--- src/bbms_pkg.sv ---
/*
 * Shared constants for the pixel block move mask sequencer.
 * Assumes four 8-bit pixels per 32-bit memory word.
 */
package bbms_pkg;
    // ==========================================================
    // Word layout
    localparam int PIX_W        = 8;
    localparam int PIX_PER_WORD = 4;
    localparam int WORD_W       = 32;
    localparam int LSB_W        = 2;
    // ==========================================================
    // Fixed masks and write FIFO depth
    localparam logic [3:0] MASK_ALL  = 4'hF;
    localparam logic [3:0] MASK_NONE = 4'h0;
    localparam int FIFO_DEPTH = 4;
    // ==========================================================
    // Sequencer states
    typedef enum logic [4:0] {
        ST_IDLE   = 5'h01,
        ST_FIRST  = 5'h02,
        ST_SECOND = 5'h04,
        ST_MIDDLE = 5'h08,
        ST_END    = 5'h10
    } bbms_state_type;
endpackage : bbms_pkg

--- src/bbms_fifo.sv ---
/*
 * Small synchronous FIFO with valid/ready on both sides.
 * Assumes one clock and an asynchronous active-high reset.
 */
`timescale 1ns/1ps
`default_nettype none
module bbms_fifo #(
    parameter int WIDTH = 32,
    parameter int DEPTH = 4
) (
    input  wire logic             clk_in,
    input  wire logic             rst_in,
    input  wire logic [WIDTH-1:0] wr_data_in,
    input  wire logic             wr_valid_in,
    output logic                  wr_ready_out,
    output logic [WIDTH-1:0]      rd_data_out,
    output logic                  rd_valid_out,
    input  wire logic             rd_ready_in
);
    localparam int AW = $clog2(DEPTH);
    if (DEPTH < 2 || (1 << AW) != DEPTH) begin : g_depth_check
        $error("DEPTH must be a power of two of at least 2");
    end
    // ==========================================================
    // State
    typedef struct packed {
        logic [DEPTH-1:0][WIDTH-1:0] mem;
        logic [AW-1:0]               wp;
        logic [AW-1:0]               rp;
        logic [AW:0]                 cnt;
    } bbms_fifo_type;
    bbms_fifo_type s_reg, s_next;
    logic push, pop;
    always_comb begin
        s_next = s_reg;
        push   = wr_valid_in && (s_reg.cnt != (AW+1)'(DEPTH));
        pop    = rd_ready_in && (s_reg.cnt != '0);
        if (push) begin
            s_next.mem[s_reg.wp] = wr_data_in;
            s_next.wp = s_reg.wp + 1'b1;
        end
        if (pop) begin
            s_next.rp = s_reg.rp + 1'b1;
        end
        if (push && !pop) begin
            s_next.cnt = s_reg.cnt + 1'b1;
        end else if (pop && !push) begin
            s_next.cnt = s_reg.cnt - 1'b1;
        end
    end
    always_ff @(posedge clk_in or posedge rst_in) begin
        if (rst_in) begin
            s_reg <= '0;
        end else begin
            s_reg <= s_next;
        end
    end
    assign wr_ready_out = (s_reg.cnt != (AW+1)'(DEPTH));
    assign rd_valid_out = (s_reg.cnt != '0);
    assign rd_data_out  = s_reg.mem[s_reg.rp];
endmodule : bbms_fifo
`default_nettype wire

--- src/bbms_sequencer.sv ---
/*
 * Pixel block move sequencer: derives shift, write-enable masks, serial
 * clock masks and column advance for a move from the serial buffer through
 * the alignment rotator into the random port.
 * Assumes the serial buffer has been loaded by a read transfer beforehand,
 * that serial data arrives on the system clock, and that the memory
 * controller accepts one write per cycle when WR_READY_IN is high.
 */
`timescale 1ns/1ps
`default_nettype none
// Summary of operation
// Software gives source, destination, count.
// Four 8-bit pixels per word; low bits position.
// Aligned move: no rotation, no masks.
// Unaligned move masks start, end or both.
// Per-pixel write enables preserve untouched pixels.
// Read transfer preloads serial buffer word-aligned.
// Writing destination address starts the move.
// Stages: two start, middle, one ending.
// Masks except middle; start adds clock masks.
// Shift equals source minus destination mod four.
// First cycle column advance only if src<=dst.
// First write mask from dst to clipped end.
// First clock mask ones unless src below dst.
// Second cycle always advances; partial masks if src>dst.
// Middle cycles write full rotated words.
// Ending mask enables positions 0..k-1.
// Moves span rows; rotate within word.
// Rotation adds exactly one register stage.
// Refresh may stall; completion is exposed.
// Busy set from start until ending write.
module bbms_sequencer #(
    parameter int CNT_W = 20
) (
    input  wire logic                         MCLK_IN,
    input  wire logic                         RST_IN,
    input  wire logic [1:0]                   SRC_LSB_IN,
    input  wire logic [1:0]                   DST_LSB_IN,
    input  wire logic [CNT_W-1:0]             PIXEL_COUNT_IN,
    input  wire logic                         DST_WRITE_IN,
    input  wire logic                         HOLD_IN,
    input  wire logic [bbms_pkg::WORD_W-1:0]  SERIAL_DATA_IN,
    input  wire logic                         WR_READY_IN,
    output logic                              BUSY_OUT,
    output logic                              DONE_OUT,
    output logic [1:0]                        SHIFT_OUT,
    output logic [3:0]                        SERIAL_CLOCK_MASK_OUT,
    output logic                              COLUMN_ADVANCE_ENABLE_OUT,
    output logic [bbms_pkg::WORD_W-1:0]       WR_DATA_OUT,
    output logic [3:0]                        WR_ENABLE_OUT,
    output logic                              WR_VALID_OUT
);
    localparam int OCC_W = $clog2(bbms_pkg::FIFO_DEPTH) + 1;
    if (CNT_W < 3) begin : g_cnt_check
        $error("CNT_W too small");
    end
    // ==========================================================
    // State record
    typedef struct packed {
        bbms_pkg::bbms_state_type    st;
        logic [1:0]                  src;
        logic [1:0]                  dst;
        logic [1:0]                  shift;
        logic [1:0]                  cnt_lsb;
        logic [CNT_W-1:0]            words;
        logic                        single;
        logic                        busy;
        logic                        done;
        logic [3:0]                  sclk_mask;
        logic                        col_adv;
        logic [bbms_pkg::WORD_W-1:0] rot_data;
        logic [3:0]                  rot_we;
        logic                        rot_valid;
        logic [3:0]                  pend_we;
        logic                        pend_valid;
        logic [OCC_W-1:0]            occ;
    } bbms_seq_type;
    bbms_seq_type s_reg, s_next;
    // ==========================================================
    // Mask and rotation functions; bit 3 of a mask is pixel position 0.
    function automatic logic [3:0] pos_mask(input logic [2:0] lo, input logic [2:0] hi);
        logic [3:0] m;
        m = 4'h0;
        for (int i = 0; i < 4; i++) begin
            if (3'(i) >= lo && 3'(i) <= hi) m[3-i] = 1'b1;
        end
        return m;
    endfunction : pos_mask
    function automatic logic [31:0] rotate(input logic [31:0] w, input logic [1:0] sh);
        logic [63:0] d;
        d = {w, w} << (sh * 8);
        return d[63:32];
    endfunction : rotate
    // ==========================================================
    // Combinational sequencing
    logic [2:0]  first_hi;
    logic [3:0]  first_we;
    logic [3:0]  first_sclk;
    logic [3:0]  second_we;
    logic [3:0]  end_we;
    logic [1:0]  last_pos;
    logic [CNT_W+1:0] span;
    logic        step;
    logic [3:0]  we;
    logic        emit;
    logic        fifo_ready;
    logic        fifo_valid;
    logic [31:0] fifo_data;
    logic        fifo_pop;
    always_comb begin
        s_next    = s_reg;
        emit      = 1'b0;
        we        = bbms_pkg::MASK_NONE;
        // Write end position of first word: dst + 3 - src, clipped at three.
        first_hi  = 3'(({1'b0, s_reg.dst} + 3'd3 > {1'b0, s_reg.src}) ?
                    ({1'b0, s_reg.dst} + 3'd3 - {1'b0, s_reg.src}) : 3'd0);
        if (first_hi > 3'd3) first_hi = 3'd3;
        first_we  = pos_mask({1'b0, s_reg.dst}, first_hi);
        first_sclk = (s_reg.src >= s_reg.dst) ? bbms_pkg::MASK_ALL :
                     pos_mask(3'd0, 3'(3'd3 - ({1'b0, s_reg.dst} - {1'b0, s_reg.src})));
        second_we = (s_reg.src > s_reg.dst) ?
                    pos_mask(3'(3'd4 - ({1'b0, s_reg.src} - {1'b0, s_reg.dst})), 3'd3) :
                    bbms_pkg::MASK_ALL;
        last_pos  = 2'(s_reg.dst + s_reg.cnt_lsb - 2'd1);
        end_we    = pos_mask(3'd0, {1'b0, last_pos});
        // Words in flight are counted, so the two stages ahead of the FIFO can never overrun it.
        step      = !HOLD_IN && fifo_ready && (s_reg.occ < OCC_W'(bbms_pkg::FIFO_DEPTH));
        s_next.sclk_mask = bbms_pkg::MASK_NONE;
        s_next.col_adv   = 1'b0;
        s_next.done      = 1'b0;
        span = '0;
        case (s_reg.st)
            bbms_pkg::ST_IDLE: begin
                if (DST_WRITE_IN && PIXEL_COUNT_IN != '0) begin
                    s_next.src     = SRC_LSB_IN;
                    s_next.dst     = DST_LSB_IN;
                    s_next.shift   = 2'(SRC_LSB_IN - DST_LSB_IN);
                    s_next.cnt_lsb = PIXEL_COUNT_IN[1:0];
                    // Destination words touched, counting the partial ones.
                    span = (CNT_W+2)'(PIXEL_COUNT_IN) + (CNT_W+2)'(DST_LSB_IN) + (CNT_W+2)'(3);
                    s_next.words   = CNT_W'(span >> 2);
                    s_next.single  = (span >> 2) == (CNT_W+2)'(1);
                    s_next.busy    = 1'b1;
                    s_next.st      = bbms_pkg::ST_FIRST;
                end
            end
            bbms_pkg::ST_FIRST: begin
                if (step) begin
                    s_next.sclk_mask = first_sclk;
                    s_next.col_adv   = (s_reg.src <= s_reg.dst);
                    we   = s_reg.single ? (first_we & end_we) : first_we;
                    emit = 1'b1;
                    s_next.st = bbms_pkg::ST_SECOND;
                end
            end
            bbms_pkg::ST_SECOND: begin
                if (step) begin
                    s_next.sclk_mask = (s_reg.src > s_reg.dst) ?
                                       pos_mask(3'd0, 3'({1'b0, s_reg.src} - {1'b0, s_reg.dst} - 3'd1)) :
                                       bbms_pkg::MASK_ALL;
                    s_next.col_adv   = 1'b1;
                    // When the first word was written in the first cycle, this is the next word.
                    we   = (s_reg.words == CNT_W'(2) && s_reg.src <= s_reg.dst) ? end_we :
                           (s_reg.single ? (second_we & end_we) : second_we);
                    // A single word with src above dst is finished here, in its second write.
                    emit = !s_reg.single || (s_reg.src > s_reg.dst);
                    if (s_reg.single) begin
                        s_next.st = bbms_pkg::ST_END;
                    end else begin
                        s_next.words = s_reg.words - ((s_reg.src <= s_reg.dst) ? CNT_W'(2) : CNT_W'(1));
                        s_next.st = (s_next.words <= CNT_W'(1)) ? bbms_pkg::ST_END :
                                    bbms_pkg::ST_MIDDLE;
                        if (s_next.words == '0) s_next.st = bbms_pkg::ST_END;
                    end
                end
            end
            bbms_pkg::ST_MIDDLE: begin
                if (step) begin
                    s_next.sclk_mask = bbms_pkg::MASK_ALL;
                    s_next.col_adv   = 1'b1;
                    we   = bbms_pkg::MASK_ALL;
                    emit = 1'b1;
                    s_next.words = s_reg.words - CNT_W'(1);
                    if (s_next.words == CNT_W'(1)) s_next.st = bbms_pkg::ST_END;
                end
            end
            bbms_pkg::ST_END: begin
                if (step) begin
                    if (s_reg.words == CNT_W'(1) && !s_reg.single &&
                        !(s_reg.src <= s_reg.dst && s_reg.words == '0)) begin
                        // No serial clock or column step: nothing follows this word.
                        we   = end_we;
                        emit = 1'b1;
                    end
                    s_next.busy = 1'b0;
                    s_next.done = 1'b1;
                    s_next.st   = bbms_pkg::ST_IDLE;
                end
            end
            default: begin
                s_next = '0;
                s_next.st = bbms_pkg::ST_IDLE;
            end
        endcase
        // Aligned moves keep shift zero, so rotation and masks are identity.
        // A stage's serial clock reaches the memory one cycle late, so its word is taken
        // one cycle after the stage, once the previous stage's clock has acted.
        s_next.pend_valid = emit;
        s_next.pend_we    = we;
        s_next.rot_valid  = s_reg.pend_valid;
        s_next.rot_we     = s_reg.pend_we;
        s_next.rot_data   = rotate(SERIAL_DATA_IN, s_reg.shift);
        if (emit && !(fifo_valid && fifo_pop)) begin
            s_next.occ = s_reg.occ + 1'b1;
        end else if (!emit && fifo_valid && fifo_pop) begin
            s_next.occ = s_reg.occ - 1'b1;
        end
    end
    always_ff @(posedge MCLK_IN or posedge RST_IN) begin
        if (RST_IN) begin
            s_reg    <= '0;
            s_reg.st <= bbms_pkg::ST_IDLE;
        end else begin
            s_reg <= s_next;
        end
    end
    // ==========================================================
    // Write FIFO; a full FIFO stalls the sequencer through step.
    logic [35:0] fifo_out;
    assign fifo_pop = WR_READY_IN;
    bbms_fifo #(
        .WIDTH (36),
        .DEPTH (bbms_pkg::FIFO_DEPTH)
    ) u_fifo (
        .clk_in       (MCLK_IN),
        .rst_in       (RST_IN),
        .wr_data_in   ({s_reg.rot_we, s_reg.rot_data}),
        .wr_valid_in  (s_reg.rot_valid),
        .wr_ready_out (fifo_ready),
        .rd_data_out  (fifo_out),
        .rd_valid_out (fifo_valid),
        .rd_ready_in  (fifo_pop)
    );
    assign fifo_data = fifo_out[31:0];
    // ==========================================================
    // Output registers
    typedef struct packed {
        logic [31:0] d;
        logic [3:0]  we;
        logic        v;
    } bbms_out_type;
    bbms_out_type o_reg, o_next;
    always_comb begin
        o_next    = '0;
        o_next.v  = fifo_valid && fifo_pop;
        o_next.d  = fifo_data;
        o_next.we = fifo_out[35:32];
    end
    always_ff @(posedge MCLK_IN or posedge RST_IN) begin
        if (RST_IN) begin
            o_reg <= '0;
        end else begin
            o_reg <= o_next;
        end
    end
    assign BUSY_OUT                  = s_reg.busy;
    assign DONE_OUT                  = s_reg.done;
    assign SHIFT_OUT                 = s_reg.shift;
    assign SERIAL_CLOCK_MASK_OUT     = s_reg.sclk_mask;
    assign COLUMN_ADVANCE_ENABLE_OUT = s_reg.col_adv;
    assign WR_DATA_OUT               = o_reg.d;
    assign WR_ENABLE_OUT             = o_reg.we;
    assign WR_VALID_OUT              = o_reg.v;
endmodule : bbms_sequencer
`default_nettype wire

--- config.mk ---
export PLATFORM = sky130hd
export DESIGN_NAME = bbms_sequencer
export DESIGN_NICKNAME = d
export VERILOG_FILES = /design/src/bbms_pkg.sv /design/src/bbms_fifo.sv /design/src/bbms_sequencer.sv
export SDC_FILE = /design/constraint.sdc
export NUM_CORES = 1
export LEC_CHECK = 0
export ABC_AREA = 1
export ABC_CLOCK_PERIOD_IN_PS = 16900
export BUFFER_PORTS_ARGS = -buffer_cell sky130_fd_sc_hd__buf_2
export CORE_ASPECT_RATIO = 1.25
export CORE_MARGIN = 5
export CORE_UTILIZATION = 54
export DETAILED_ROUTE_END_ITERATION = 6
export HOLD_SLACK_MARGIN = 0.05
export PLACE_DENSITY = 0.73
export SLEW_MARGIN = 40
export SYNTH_ARGS = -nofsm -noshare
export SYNTH_HDL_FRONTEND = slang
export SYNTH_SLANG_ARGS = --single-unit
--- constraint.sdc ---
create_clock -name MCLK_IN -period 16.9 [get_ports MCLK_IN]
set_input_delay 0.845 -clock MCLK_IN [delete_from_list [all_inputs] [get_ports MCLK_IN]]
set_output_delay 0.845 -clock MCLK_IN [all_outputs]
set_load 0.01 [all_outputs]
# --- Word-level counts from Yosys, hierarchy flattened ---
# Index checks and enable logic that the tools add are counted.
# Widths: inputs -> output; s select.
word_totals:
  register_bits: 274
  in_bits: 61
  output_inout_bits: 46
  wordCells: 214
op_classes:
  n_addsub: 20
  n_lt_le_gt_ge: 32
  eq_ne: 18
  shift: 1
  n_mux: 72
  bitwise_logic: 5
  reduce_logical: 39
op_table:
  columns: ["op", "count"]
  rows:
  - ["$bwmux 144", 1]
  - ["$pmux 20 s4", 1]
  - ["$bmux 36 s2", 1]
  - ["$demux 36 s2", 1]
  - ["$mux 36", 2]
  - ["$shl 64x5->64", 1]
  - ["$eq 20x1->1 const B", 3]
  - ["$mux 20", 3]
  - ["$mux 5", 11]
  - ["$mux 4", 11]
  - ["$logic_not 20->1", 2]
  - ["$mux 35", 1]
  - ["$pmux 5 s5", 1]
  - ["$mux 1", 24]
  - ["$add 21x2->22 const B", 1]
  - ["$add 20x2->21", 1]
  - ["$mux 3", 7]
  - ["$eq 20x2->1 const B", 1]
  - ["$le 20x1->1 const B", 1]
  - ["$reduce_bool 20->1", 1]
  - ["$sub 20x1->20 const B", 1]
  - ["$sub 20x2->20", 1]
  - ["$le 1x3->1 const A", 6]
  - ["$le 2x3->1 const A", 6]
  - ["other kinds (54)", 98]

# --- Logic depth before layout (Yosys ltp) ---
depth:
  word_depth: 12
  depth_mapped: 23
  ltp_nobuf: 23

# --- Modules after synthesis ---
# From an unflattened synthesis, not the netlist that was laid out.
unflattened:
  hier_cells: 1819
  hier_area_um2: 14717.9
modules_own_cells:
  columns: ["mod", "n_inst", "cells_each", "area_per_inst_um2", "seq_area_each_um2"]
  rows:
  - ["bbms_fifo", 1, 933, 7608.5, 3778.6]
  - ["bbms_sequencer", 1, 886, 7109.3, 3079.2]

# --- Least setup slack after synthesis ---
# No wires, ideal clock.
synth_path:
  path_type: "input -> register"
  startpoint: "in DST_LSB_IN[1]"
  endpoint: "reg s_reg[52] (netlist name)"
  setup_ns: 0.065
  arrival_time_ns: 2.861
  t_required_ns: 16.835
  setup_slack_ns: 13.974
  cell_stages: 18
  n_path_buf: 0
  cell_sequence: "inv_1 ha_1 nor2_1 inv_1 fa_1 inv_1 nand2_2 nor2_4 nand3_1 nor2_2 nand2_1 nor2_1 nand3_1 a21oi_1 nand3_1 nor2_1 nand3_1 nand2_1"
synth_between:
  elab_chain_cells: 5
synth_lines:
  columns: ["item", "line_no", "source"]
  rows:
  - ["from (decl)", "bbms_sequencer.sv:38", "input wire logic [1:0] DST_LSB_IN,"]
  - ["$add 20x2->21", "bbms_sequencer.sv:140", "span = (CNT_W+2)'(PIXEL_COUNT_IN) + (CNT_W+2)'(DST_LSB_IN) + (CNT_W+2)'(3);"]
  - ["$add 21x2->22", "bbms_sequencer.sv:140", null]
  - ["$eq 20x1->1", "bbms_sequencer.sv:142", "s_next.single = (span >> 2) == (CNT_W+2)'(1);"]
  - ["$mux 35", "bbms_sequencer.sv:134", "if (DST_WRITE_IN && PIXEL_COUNT_IN != '0) begin"]
  - ["$pmux 1 s2", "bbms_sequencer.sv:132", "case (s_reg.st)"]
  - ["to (signal assigned)", "bbms_sequencer.sv:224", "s_reg <= s_next;"]
  - ["to (decl)", "bbms_sequencer.sv:78", "bbms_seq_type s_reg, s_next;"]
# Every way passes these cells. The select of a mux whose other input is x is not followed.
# A chain may end at the register's enable or synchronous reset.

# --- Final worst setup path ---
layout_path:
  startpoint: "reg s_reg[77] (netlist name)"
  endpoint: "reg s_reg[85] (netlist name)"
layout_between:
  elab_chain_cells: 9
  word_cells_on_any_way: 10
  cone_classes: "1 x add/sub; 2 x order compare; 6 x mux; 1 x reduce/logical"
layout_lines:
  columns: ["item", "line_no", "source"]
  rows:
  - ["$le 2x2->1 *", "bbms_sequencer.sv:170", "s_next.words = s_reg.words - ((s_reg.src <= s_reg.dst) ? CNT_W'(2) : CNT_W'(1));"]
  - ["$mux 2 *", "bbms_sequencer.sv:170", null]
  - ["$sub 20x2->20 *", "bbms_sequencer.sv:170", null]
  - ["$le 20x1->1", "bbms_sequencer.sv:171", "s_next.st = (s_next.words <= CNT_W'(1)) ? bbms_pkg::ST_END :"]
  - ["$mux 5", "bbms_sequencer.sv:171", null]
  - ["$mux 5 *", "bbms_sequencer.sv:173", "if (s_next.words == '0) s_next.st = bbms_pkg::ST_END;"]
  - ["$mux 5 *", "bbms_sequencer.sv:167", "if (s_reg.single) begin"]
  - ["$mux 5 *", "bbms_sequencer.sv:157", "if (step) begin"]
  - ["$pmux 5 s5 *", "bbms_sequencer.sv:132", null]
# Every way passes the cells marked *; elsewhere a longest branch is shown, timed or not. The select of a mux whose other input is x is not followed.

==> impl_metrics.json <==
{
  "period_needed_ns": 3.22,
  "largest_reg_flops": 151,
  "synth.ff_latch_count": 274,
  "synth_top_area_share_pct": 49.9,
  "drt_iter0_markers": 967,
  "core-area_um2": 25100,
  "die_h_um": 188,
  "finalHoldViolCount": 0,
  "worstPathRequired_ns": 17.37,
  "mostFrequentLayoutCells": "nand2_1 (368), o21ai_0 (332), dfrtp_1 (271)",
  "dr.pass1.iters": 6,
  "synth_area_per_cell_um2": 8.09,
  "tightest_slew_ns": 0.769,
  "dieArea_um2": 28600,
  "criticalPathCategory": "reg -> reg",
  "antennaDiodeCount": 0,
  "rsz0062_at_grt": "false",
  "avgRoutedWirePerCell_um": 16.3,
  "maxSlewHeadroom_pct": 48.7,
  "final_layout_size_suffix_gt1_share_pct": 12.4,
  "finalClockSkew_ns": 0.0120,
  "crit_fanout": 8,
  "holdBufCountCts": 0,
  "fp-row-count": 65,
  "cpMostUsedCell": "nand2_1",
  "syn_area_um2": 13700,
  "crit_family": "simple AND/OR/NAND/NOR gates",
  "min_path_type": "reg -> reg",
  "clock_path_buffers": 3,
  "ys_types": 43,
  "cp_data_arrival_time_ns": 3.68,
  "drc_errors": 0,
  "max_stage_delay_ns": 0.42,
  "postCtsSetupBuffers": 0,
  "clk-insertion-delay-late_ns": 0.53,
  "grt.total_usage_pct": 23.9,
  "path_buf_inv": 5,
  "leakage_nw": 7.53,
  "powerDensity_nw_per_um2": 187,
  "post-route-period-util_pct": 19.0,
  "io_pins": 107,
  "die_w_um": 152,
  "max_freq_mhz": 311,
  "grt_first_pass_wirelength_um": 57100,
  "maxCapViolCount": 0,
  "critPathCaptureType": "flop",
  "cts_made_buffers": 27,
  "seq_area_frac_synth_pct": 50.1,
  "ctsResizeCount": 0,
  "port_buffers": 106,
  "gp_congestion": 1.00,
  "cts-root-buf": "clkbuf_16",
  "area_growth_pct": 12.0,
  "via_per_inst": 5.50,
  "clkSinkCount": 274,
  "final_common_cell": "nand2_1",
  "finalSetupTns_ns": 0,
  "peakVddDrop_mv": 0.126,
  "yosysTopAreaCell": "dfrtp_1",
  "antenna_found_initial": 0,
  "final-setup-viol-count": 0,
  "synth_cells": 1691,
  "crit_chain": "inv_1 > ha_1 > nand2_2 > nand2_1 > inv_1 > ha_1 > inv_1 > ha_1 > inv_1 > nand2_1 > inv_1 > nand3_1 > nand2_1 > nand2_1 > nor2_1 > nand3_1 > nor2_1 > nand2_1 > nand3_1 > nand2_1 > nand2_1",
  "start_util_pct": 54.5,
  "grt_pass1_vias": 11400,
  "path_clk_slew_ns": 0.06,
  "cp_slowest_cell": "dfrtp_1",
  "cts_tree": "yes",
  "outcome": "complete, no violations",
  "antenna_left": 0,
  "synthTopCellsByArea": "dfrtp_1 (50%), o21ai_0 (12%), nand2_1 (10%)",
  "grt_overflow_total": 0,
  "critPathLaunchType": "flop",
  "wirelength_um": 34600,
  "grt_max_degree": 106,
  "synth.net_count": 1783,
  "cts-htree-levels": 1,
  "vias": 11600,
  "fin_util_pct": 61.0,
  "dp_hpwl_um": 23100,
  "finalNetCount": 1854,
  "drv_slew": 0,
  "yosys_warnings": 0
}
==> worst reg2reg max path: stages, from the launching register on <==
cell     delay (ns)
dfrtp_1        0.42
inv_1          0.12
ha_1           0.42
nand2_2        0.12
nand2_1        0.09
inv_1          0.19
ha_1           0.18
inv_1          0.06
ha_1           0.17
inv_1          0.10
nand2_1        0.17
inv_1          0.16
nand3_1        0.10
nand2_1        0.11
nand2_1        0.06
nor2_1         0.12
nand3_1        0.09
nor2_1         0.16
nand2_1        0.12
nand3_1        0.09
nand2_1        0.08
nand2_1        0.05
==> cells in the mapped netlist (all sizes together) <==
cell,instances
a22oi,1
nor4,3
nand4,16
dfrtp,273
o311ai,1
xnor2,7
fa,5
xor2,26
o211ai,6
o31ai,5
nand2,386
o221ai,4
clkbuf,64
dfstp,1
and2,1
a211oi,1
clkinv,2
inv,173
o22ai,44
nor3b,1
or2,1
nor2,186
a21oi,31
nor3,6
ha,26
nand3,66
o21ai,341
buf,13
mux2,1
==> worst paths after layout <==
check	from	endpoint	slack (ns)	depth (start not counted)
max	s_reg[77]	s_reg[85]	13.68	21
min	s_next[11]	s_reg[11]	0.35	0
max reg2reg	s_reg[77]	s_reg[85]	13.68	21
min reg2reg	s_next[11]	s_reg[11]	0.35	0
max in group asynchronous	RST_IN	u_fifo.s_reg[130]	15.23	3
min in group asynchronous	RST_IN	u_fifo.s_reg[1]	0.47	2
==> area by class of cell <==
cell class / instances / area [µm²]
Tap cell: 335 / 419
Clock inverter: 8 / 96.3
Inverter: 175 / 664
Sequential cell: 274 / 6860
Fill cell: 2175 / 9800
Clock buffer: 41 / 788
Timing Repair Buffer: 119 / 638
Multi-Input combinational cell: 1165 / 5860
==> cell families after synthesis <==
kind of cell	share of synthesized area (%)
AND/OR/NAND/NOR	20.7
adder cells (fa/ha/maj)	3.11
XOR/XNOR	2.11
flip-flops	50.1
AO/OA/AOI/OAI	16.8
buffers and inverters	7.13
multiplexers	0.0823
==> metal layers <==
metal | global-route usage [%] | wire length (µm)
met1 | 30.2 | 14400
met2 | 42.1 | 17100
met3 | 3.02 | 1860
met4 | 9.03 | 1290
met5 | 0 | 0
==> report_power, final <==
group / leakage (nW) / switching (mW) / internal (mW) / total [mW]
registers: 3.58 / 0.138 / 0.899 / 1.04
logic: 3.52 / 0.840 / 0.392 / 1.23
clock network: 0.433 / 0.246 / 0.351 / 0.597
total: 7.53 / 1.22 / 1.64 / 2.87
==> metrics by stage <==
step	hold slack [ns]	cell area, µm²	worst slack (ns)	std cells	power, mW
CTS	0.348	15300	13.75	2117	2.88
global placement	0.332	14400	13.69	2068	2.24
detailed placement	0.335	14400	13.66	2068	2.26
global route	0.356	15300	13.33	2117	3.10
finish	0.349	15300	13.68	2117	2.87
floorplan	0.331	13700	8.50	1691	1.91
Power figures use the tool's default switching activity.
